[src/hw/arts_defines.vh]
`ifndef ARTS_DEFINES_VH
`define ARTS_DEFINES_VH
// ****************************************
// register map, page f
// ****************************************
`define ARTS_PAGE 4'hf
`define ARTS_ADDR_CTRL 8'hc8
`define ARTS_ADDR_RLD_LO 8'hca
`define ARTS_ADDR_RLD_HI 8'hcb
`define ARTS_ADDR_CNT_LO 8'hcc
`define ARTS_ADDR_CNT_HI 8'hcd
// ****************************************
// control field positions
// ****************************************
`define ARTS_BIT_HIGH_OVF 7
`define ARTS_BIT_LOW_OVF 6
`define ARTS_BIT_LOW_IRQ_EN 5
`define ARTS_BIT_SPLIT 3
`define ARTS_BIT_RUN 2
`define ARTS_BIT_EXT_SEL 0
// writable bits; positions 4 and 1 are unused and read zero
`define ARTS_CTRL_MASK 8'hed
`define ARTS_RESET_BYTE 8'h00
`define ARTS_BYTE_ONES 8'hff
`define ARTS_WORD_ONES 16'hffff
// ****************************************
// prescaler figures
// ****************************************
`define ARTS_SYS_DIV 12
`define ARTS_EXT_DIV 8
`endif

[src/hw/arts_tick.v]
`timescale 1ns/1ps
`include "arts_defines.vh"
module arts_tick #(
	parameter SYS_DIV = `ARTS_SYS_DIV,
	parameter EXT_DIV = `ARTS_EXT_DIV
) (
	input wire clk, // system clock
	input wire rst_n, // synchronised reset, active low
	input wire ext_osc, // raw external oscillator level
	output reg tick_div12_reg, // one pulse per SYS_DIV clocks
	output reg tick_ext8_reg // one pulse per EXT_DIV osc edges
);
	reg [3:0] sys_cnt_reg;
	reg [2:0] ext_cnt_reg;
	reg ext_s1_reg;
	reg ext_s2_reg;
	reg ext_s3_reg;
	wire ext_rise;

	// ****************************************
	// system clock prescaler
	// ****************************************
	// one pulse every SYS_DIV clocks
	always @(posedge clk or negedge rst_n) begin
		if (!rst_n) begin
			sys_cnt_reg <= 4'h0;
			tick_div12_reg <= 1'b0;
		end else if (sys_cnt_reg == SYS_DIV - 1) begin
			sys_cnt_reg <= 4'h0;
			tick_div12_reg <= 1'b1;
		end else begin
			sys_cnt_reg <= sys_cnt_reg + 4'h1;
			tick_div12_reg <= 1'b0;
		end
	end

	// ****************************************
	// external oscillator divide and sync
	// ****************************************
	// s1 feeds only s2; edge detect looks at s2/s3 to avoid metastability
	always @(posedge clk or negedge rst_n) begin
		if (!rst_n) begin
			ext_s1_reg <= 1'b0;
			ext_s2_reg <= 1'b0;
			ext_s3_reg <= 1'b0;
		end else begin
			ext_s1_reg <= ext_osc; // RL7
			ext_s2_reg <= ext_s1_reg;
			ext_s3_reg <= ext_s2_reg;
		end
	end

	assign ext_rise = ext_s2_reg & ~ext_s3_reg;

	// osc must be below clk/2 or edges are lost
	always @(posedge clk or negedge rst_n) begin
		if (!rst_n) begin
			ext_cnt_reg <= 3'h0;
			tick_ext8_reg <= 1'b0;
		end else begin
			tick_ext8_reg <= 1'b0;
			if (ext_rise) begin
				if (ext_cnt_reg == EXT_DIV - 1) begin
					ext_cnt_reg <= 3'h0;
					tick_ext8_reg <= 1'b1; // RL7
				end else begin
					ext_cnt_reg <= ext_cnt_reg + 3'h1;
				end
			end
		end
	end
endmodule

[src/hw/arts_timer.v]
`timescale 1ns/1ps
`include "arts_defines.vh"
// Overview of operation
// RL1: 16-bit mode counts up, on 0xffff reloads and sets high overflow flag.
// RL2: 16-bit mode requests interrupt on every full overflow when enabled.
// RL3: with low-byte enable too, low byte rollover also requests interrupt.
// RL4: split mode with capture enable low runs two 8-bit reload counters.
// RL5: in split mode run bit gates high byte only; low always counts.
// RL6: per byte: select bit 1 uses clock, else clk/12 or ext/8.
// RL7: external divide-by-8 source is synchronised to the system clock.
// RL8: split mode sets high or low flag on that byte's 0xff rollover.
// RL9: split interrupt on high overflow; with low enable, on either.
// RL10: handler reads both flags to find the interrupting byte.
// RL11: flags never cleared by hardware; software writes zero to clear.
// RL12: low flag sets on any low byte 0xff rollover, either mode.
// RL13: 16-bit mode counts only while run bit set; stop holds value.
// RL14: unused control bits read zero and ignore writes.
// RL15: control at 0xc8 page f, with single bit set and clear.
// RL16: reload low 0xca, high 0xcb, read/write, reset zero.
// RL17: count low 0xcc, high 0xcd, read/write, one word or two bytes.
// RL18: capture enable is a plain input; split counting only while low.
module arts_timer (
	input wire clk, // system clock, 125 MHz
	input wire rstn, // async reset, active low
	input wire [7:0] sfr_addr, // register address
	input wire [3:0] sfr_page, // register page
	input wire sfr_wr, // byte write strobe
	input wire [7:0] sfr_wdata, // byte write data
	input wire sfr_bit_wr, // single bit write strobe
	input wire [2:0] sfr_bit_sel, // bit index for bit write
	input wire sfr_bit_val, // value for bit write
	input wire sfr_rd, // read strobe
	output reg [7:0] sfr_rdata_reg, // read data, one cycle after strobe
	input wire high_byte_clock_select, // 1: high byte on system clock
	input wire low_byte_clock_select, // 1: low byte on system clock
	input wire timer_irq_enable, // timer enable from interrupt enable reg
	input wire capture_enable, // must be 0 for split counting
	input wire ext_osc, // external oscillator level
	output reg irq_request_reg // interrupt request level
);
	reg rst_s1_reg;
	reg rst_n_reg;
	reg [7:0] ctrl_reg;
	reg [7:0] ctrl_next;
	reg [7:0] rld_lo_reg;
	reg [7:0] rld_hi_reg;
	reg [7:0] cnt_lo_reg;
	reg [7:0] cnt_hi_reg;
	reg [7:0] cnt_lo_next;
	reg [7:0] cnt_hi_next;
	reg set_high;
	reg set_low;
	reg [7:0] rd_mux;
	wire tick_div12;
	wire tick_ext8;
	wire on_page;
	wire split;
	wire run;
	wire ext_sel;
	wire tick_lo;
	wire tick_hi;
	wire inc_lo;
	wire inc_hi;
	wire wr_ctrl;
	wire bit_ctrl;
	wire irq_next;

	// ****************************************
	// reset release
	// ****************************************
	// async assert, release through two flops
	always @(posedge clk or negedge rstn) begin
		if (!rstn) begin
			rst_s1_reg <= 1'b0;
			rst_n_reg <= 1'b0;
		end else begin
			rst_s1_reg <= 1'b1;
			rst_n_reg <= rst_s1_reg;
		end
	end

	// ****************************************
	// count sources
	// ****************************************
	// one prescaler serves both bytes so they stay in phase
	arts_tick u_tick (
		.clk(clk),
		.rst_n(rst_n_reg),
		.ext_osc(ext_osc),
		.tick_div12_reg(tick_div12),
		.tick_ext8_reg(tick_ext8)
	);

	assign split = ctrl_reg[`ARTS_BIT_SPLIT];
	assign run = ctrl_reg[`ARTS_BIT_RUN];
	assign ext_sel = ctrl_reg[`ARTS_BIT_EXT_SEL];

	// per byte source pick; 16-bit mode uses the low byte select
	assign tick_lo = low_byte_clock_select | (ext_sel ? tick_ext8 :
		tick_div12); // RL6
	assign tick_hi = high_byte_clock_select | (ext_sel ? tick_ext8 :
		tick_div12); // RL6

	// low counts free in split mode; run gates high only
	assign inc_lo = split ? (tick_lo & ~capture_enable) :
		(run & tick_lo); // RL5 RL13 RL18
	assign inc_hi = split & run & tick_hi & ~capture_enable; // RL4 RL5

	// ****************************************
	// counter next state
	// ****************************************
	// counting, reload and overflow detection
	always @* begin
		cnt_lo_next = cnt_lo_reg;
		cnt_hi_next = cnt_hi_reg;
		set_high = 1'b0;
		set_low = 1'b0;
		if (!split) begin
			if (inc_lo) begin
				if ({cnt_hi_reg, cnt_lo_reg} == `ARTS_WORD_ONES) begin
					cnt_lo_next = rld_lo_reg; // RL1
					cnt_hi_next = rld_hi_reg; // RL1
					set_high = 1'b1; // RL1
				end else begin
					{cnt_hi_next, cnt_lo_next} =
						{cnt_hi_reg, cnt_lo_reg} + 16'h0001;
				end
				if (cnt_lo_reg == `ARTS_BYTE_ONES)
					set_low = 1'b1; // RL12
			end
		end else begin
			if (inc_lo) begin
				if (cnt_lo_reg == `ARTS_BYTE_ONES) begin
					cnt_lo_next = rld_lo_reg; // RL4
					set_low = 1'b1; // RL8 RL12
				end else begin
					cnt_lo_next = cnt_lo_reg + 8'h01;
				end
			end
			if (inc_hi) begin
				if (cnt_hi_reg == `ARTS_BYTE_ONES) begin
					cnt_hi_next = rld_hi_reg; // RL4
					set_high = 1'b1; // RL8
				end else begin
					cnt_hi_next = cnt_hi_reg + 8'h01;
				end
			end
		end
	end

	// ****************************************
	// register access
	// ****************************************
	assign on_page = (sfr_page == `ARTS_PAGE);
	assign wr_ctrl = sfr_wr & on_page &
		(sfr_addr == `ARTS_ADDR_CTRL); // RL15
	assign bit_ctrl = sfr_bit_wr & on_page &
		(sfr_addr == `ARTS_ADDR_CTRL); // RL15

	// software write first, then hardware sets so an event is never lost
	always @* begin
		ctrl_next = ctrl_reg;
		if (wr_ctrl)
			ctrl_next = sfr_wdata & `ARTS_CTRL_MASK; // RL14
		else if (bit_ctrl)
			ctrl_next[sfr_bit_sel] = sfr_bit_val; // RL15
		ctrl_next = ctrl_next & `ARTS_CTRL_MASK; // RL14
		if (set_high)
			ctrl_next[`ARTS_BIT_HIGH_OVF] = 1'b1; // RL11
		if (set_low)
			ctrl_next[`ARTS_BIT_LOW_OVF] = 1'b1; // RL11
	end

	// control, reload and count bytes; a software count write beats a tick
	always @(posedge clk or negedge rst_n_reg) begin
		if (!rst_n_reg) begin
			ctrl_reg <= `ARTS_RESET_BYTE;
			rld_lo_reg <= `ARTS_RESET_BYTE;
			rld_hi_reg <= `ARTS_RESET_BYTE;
			cnt_lo_reg <= `ARTS_RESET_BYTE;
			cnt_hi_reg <= `ARTS_RESET_BYTE;
		end else begin
			ctrl_reg <= ctrl_next;
			if (sfr_wr && on_page && sfr_addr == `ARTS_ADDR_RLD_LO)
				rld_lo_reg <= sfr_wdata; // RL16
			if (sfr_wr && on_page && sfr_addr == `ARTS_ADDR_RLD_HI)
				rld_hi_reg <= sfr_wdata; // RL16
			if (sfr_wr && on_page && sfr_addr == `ARTS_ADDR_CNT_LO)
				cnt_lo_reg <= sfr_wdata; // RL17
			else
				cnt_lo_reg <= cnt_lo_next;
			if (sfr_wr && on_page && sfr_addr == `ARTS_ADDR_CNT_HI)
				cnt_hi_reg <= sfr_wdata; // RL17
			else
				cnt_hi_reg <= cnt_hi_next;
		end
	end

	// read select; off page or unmapped reads zero
	always @* begin
		rd_mux = `ARTS_RESET_BYTE;
		if (on_page) begin
			case (sfr_addr)
			`ARTS_ADDR_CTRL: rd_mux = ctrl_reg & `ARTS_CTRL_MASK; // RL14
			`ARTS_ADDR_RLD_LO: rd_mux = rld_lo_reg; // RL16
			`ARTS_ADDR_RLD_HI: rd_mux = rld_hi_reg; // RL16
			`ARTS_ADDR_CNT_LO: rd_mux = cnt_lo_reg; // RL17
			`ARTS_ADDR_CNT_HI: rd_mux = cnt_hi_reg; // RL17
			default: rd_mux = `ARTS_RESET_BYTE;
			endcase
		end
	end

	// ****************************************
	// interrupt request
	// ****************************************
	// level follows flags, so handler must clear the high flag, and the low flag when low enable is set, to drop it
	assign irq_next = timer_irq_enable &
		(ctrl_reg[`ARTS_BIT_HIGH_OVF] | // RL2 RL9
		(ctrl_reg[`ARTS_BIT_LOW_IRQ_EN] &
		ctrl_reg[`ARTS_BIT_LOW_OVF])); // RL3 RL9 RL10

	always @(posedge clk or negedge rst_n_reg) begin
		if (!rst_n_reg) begin
			sfr_rdata_reg <= `ARTS_RESET_BYTE;
			irq_request_reg <= 1'b0;
		end else begin
			if (sfr_rd)
				sfr_rdata_reg <= rd_mux;
			irq_request_reg <= irq_next;
		end
	end
endmodule

[config.mk]
export PLATFORM = sky130hd
export DESIGN_NAME = arts_timer
export DESIGN_NICKNAME = d
export VERILOG_FILES = /design/src/hw/arts_tick.v /design/src/hw/arts_timer.v
export VERILOG_INCLUDE_DIRS = /design/src /design/src/hw
export SDC_FILE = /design/constraint.sdc
export NUM_CORES = 1
export LEC_CHECK = 0
export ABC_AREA = 1
export BUFFER_PORTS_ARGS = -buffer_cell sky130_fd_sc_hd__buf_2
export CAP_MARGIN = 20
export CORE_ASPECT_RATIO = 0.75
export CORE_MARGIN = 8
export CORE_UTILIZATION = 50
export DETAILED_ROUTE_END_ITERATION = 10
export GPL_ROUTABILITY_DRIVEN = 1
export GPL_TIMING_DRIVEN = 0
export PLACE_DENSITY = 0.7
export SKIP_LAST_GASP = 1
export SLEW_MARGIN = 25
export SYNTH_ARGS = -nofsm -noshare
export SYNTH_HDL_FRONTEND = slang
export SYNTH_SLANG_ARGS = --single-unit
[constraint.sdc]
create_clock -name clk -period 5.7 [get_ports clk]
set_input_delay 0.57 -clock clk [delete_from_list [all_inputs] [get_ports clk]]
set_output_delay 0.57 -clock clk [all_outputs]
set_load 0.005 [all_outputs]
==> flow_metrics.py <==
metrics = {
    "layout": {
        "antenna_cells": 0,
        "fillerInstances": 709,
        "layout-drive-gt1-share": 0.123,
        "fin_util": 0.596,
        "nNetsFinal": 642,
        "stdcell_count": 709,
        "syn2layout_area_growth_pct": 15.5,
    },
    "timing": {
        "tns_ps": 0,
        "timing_worst_slew_pin_value_ps": 652,
        "min_period_over_period": 0.400,
        "slew_violations": 0,
        "grt_setup_unrepaired": "no",
        "hold_viol": 0,
        "slew_headroom": 0.564,
        "timing.final.ws_setup_ps": 3420,
        "fmax_mhz": 439,
        "finalSetupViolations": 0,
        "fin_skew_ps": 10.3,
        "layout_min_cycle_time_ps": 2280,
    },
    "flow_run": {
        "cap_violations": 0,
    },
    "synthesis": {
        "synth_seq_area_share": 0.403,
        "synthFlopType": "dfrtp_1",
        "synth_area_leaders": "dfrtp_1, nand2_1, nand3_1, inv_1, o21ai_0",
        "syn_nets": 587,
        "yosysMostFrequentCell": "nand2_1",
        "synth_top_area_share": 0.403,
        "syn_area_um2": 3780,
        "synth_commonest_cells": "nand2_1, nand3_1, inv_1",
        "synth_cell_types": 32,
        "yosys_register_bits": 61,
        "synth-edff-count": 0,
        "async_reset_ff_frac": 1.00,
        "syn_area_per_cell_um2": 6.90,
        "synth_area_leader_cell": "dfrtp_1",
        "synthCells": 548,
        "ys_warn_count": 0,
    },
    "floorplan": {
        "rows": 27,
        "initial_core_util": 0.516,
        "core_area_um2": 7330,
        "die_w_um": 116,
        "io-pin-count": 43,
        "die_y_um": 91.3,
        "die_area_um2": 10600,
    },
    "worst_setup_path": {
        "critPathBufInv": 0,
        "start_kind": "flop",
        "slowest_delay_ps": 550,
        "cp_slowest_cell": "nor2_1",
        "cpMostUsedCell": "nand2_1",
        "endpoint_kind": "flop",
        "cp_cell_sequence": "ha_1 > nand2_1 > nor2_1 > nand2_1 > nor2_1 > nor2_1 > nand3_1 > nand2_1 > nand2_1 > nand2_1",
        "path_delay_family": "simple AND/OR/NAND/NOR gates",
        "cp.required_ps": 5950,
        "worstPathMaxFanout": 7,
        "cp.arrival_ps": 2520,
        "crit_type": "flop to flop",
    },
    "clock_network": {
        "cts.sinks": 61,
        "postCtsSetupBuffers": 0,
        "cts_resized": 0,
        "cts_buffers": 9,
        "cts_root_buf": "clkbuf_8",
        "cts_tree": "yes",
        "clk_latency_ps": 350,
        "ctsHoldBuffers": 1,
        "path_clk_slew_ps": 70,
        "cts_max_path_buffers": 2,
        "cts.htree.levels": 3,
    },
    "routing": {
        "drt_iter0_drc": 390,
        "dr.pass1.iters": 5,
        "vias_per_cell": 5.61,
        "vias": 3977,
        "postRouteAntennaNets": 0,
        "drc": 0,
        "finalWirelength_um": 11400,
        "wl_per_cell_um": 16.0,
    },
    "global_routing": {
        "antenna_found_initial": 0,
        "grt_use_total": 0.224,
        "grt_start_max_net_pins": 47,
        "grt_pass1_vias": 3832,
        "gr-total-overflow": 0,
        "grt_pass1_wl_um": 18800,
    },
    "place": {
        "dp_cells": 692,
        "dp_hpwl_um": 8770,
        "place.gp.congestion": 1.02,
        "io_buffers": 42,
        "dp_slack_ps": 3480,
    },
    "pwr": {
        "peakVddDrop_mv": 0.159,
        "total_power_w": 0.000974,
        "powerDensity_nw_per_um2": 223,
        "power_leakage_nw": 2.21,
    },
    "min_path": {
        "hp-class": "flop to asynchronous set/reset pin",
    },
    "run_status": {
        "status": "complete, no violations",
    },
}
metal layers:
| metal | vias up | routed length (µm) | track usage | share of wire |
|---|---|---|---|---|
| met3 | 14 | 1160 | 0.0556 | 0.10 |
| met2 | 227 | 5050 | 0.338 | 0.44 |
| met5 | - | 0 | 0 | 0 |
| li1 | 1897 | - | - | - |
| met4 | 0 | 155 | 0.0775 | 0.014 |
| met1 | 1839 | 4990 | 0.306 | 0.44 |
placed cells by master, fill, tap and decap left out, drive strengths merged:
master	Yosys	layout
clkbuf	4	16
bufinv	0	2
or2	1	1
inv	66	66
nand3	66	66
nand3b	3	3
ha	5	5
o21bai	2	2
nand2	178	178
clkinv	2	3
xor2	6	6
clkinvlp	0	1
dfrtp	61	61
nor2	56	56
nand4	5	5
buf	4	47
a21oi	10	10
dlygate4sd3	0	1
nor4	2	2
mux2i	1	1
o22ai	2	2
o211ai	15	15
a22oi	1	1
o21a	1	1
conb	1	1
nor3	8	8
xnor2	1	1
o21ai	47	47
logic make-up after synthesis:
| logic type | Yosys count | synth area share |
|---|---|---|
| simple gates | 319 | 0.364 |
| compound gates | 78 | 0.116 |
| buf+inv | 76 | 0.0800 |
| flops | 61 | 0.403 |
| xor+xnor | 7 | 0.0162 |
| fa+ha+maj | 5 | 0.0165 |
| other cells | 1 | 0.000991 |
| mux | 1 | 0.00265 |
report_power, final:
| group | total (W) | switching (W) | leakage (nW) | internal, W |
|---|---|---|---|---|
| registers | 0.000464 | 0.0000156 | 0.811 | 0.000448 |
| clock network | 0.000425 | 0.000179 | 0.101 | 0.000246 |
| logic | 0.0000855 | 0.0000524 | 1.30 | 0.0000331 |
| total | 0.000974 | 0.000247 | 2.21 | 0.000727 |
final cells by class:
type | count | area, µm² | area share
buffer | 8 | 47.5 | 0.0109
clock buffer | 12 | 135 | 0.0309
clock inverter | 4 | 72.6 | 0.0166
inverter | 68 | 255 | 0.0584
multi-input combinational | 411 | 1950 | 0.447
sequential | 61 | 1530 | 0.350
tap | 101 | 126 | 0.0289
timing repair buffer | 44 | 248 | 0.0567
worst paths after layout:
| check | start | endpoint | slack, ps | cells after the start |
|---|---|---|---|---|
| hold / removal | rst_n_reg$_DFF_PN0_ | cnt_lo_reg[6]$_DFFE_PN0P_ | 190 | 0 |
| max in group asynchronous | rst_n_reg$_DFF_PN0_ | cnt_hi_reg[4]$_DFFE_PN0P_ | 5000 | 1 |
| hold reg to reg | rst_n_reg$_DFF_PN0_ | cnt_lo_reg[6]$_DFFE_PN0P_ | 190 | 0 |
| setup / recovery | cnt_lo_reg[0]$_DFFE_PN0P_ | cnt_hi_reg[6]$_DFFE_PN0P_ | 3420 | 10 |
| min in group clk | ext_osc | u_tick.ext_s1_reg$_DFF_PN0_ | 330 | 1 |
| setup reg to reg | cnt_lo_reg[0]$_DFFE_PN0P_ | cnt_hi_reg[6]$_DFFE_PN0P_ | 3420 | 10 |
metrics by stage:
stage / area (µm²) / hold WS [ps]
global placement: 4120 / 336
floorplan: 3780 / 274
CTS: 4370 / 206
global route: 4370 / 216
finish: 4370 / 195
detailed placement: 4150 / 198
No activity file was read; power rests on OpenSTA's default activity.
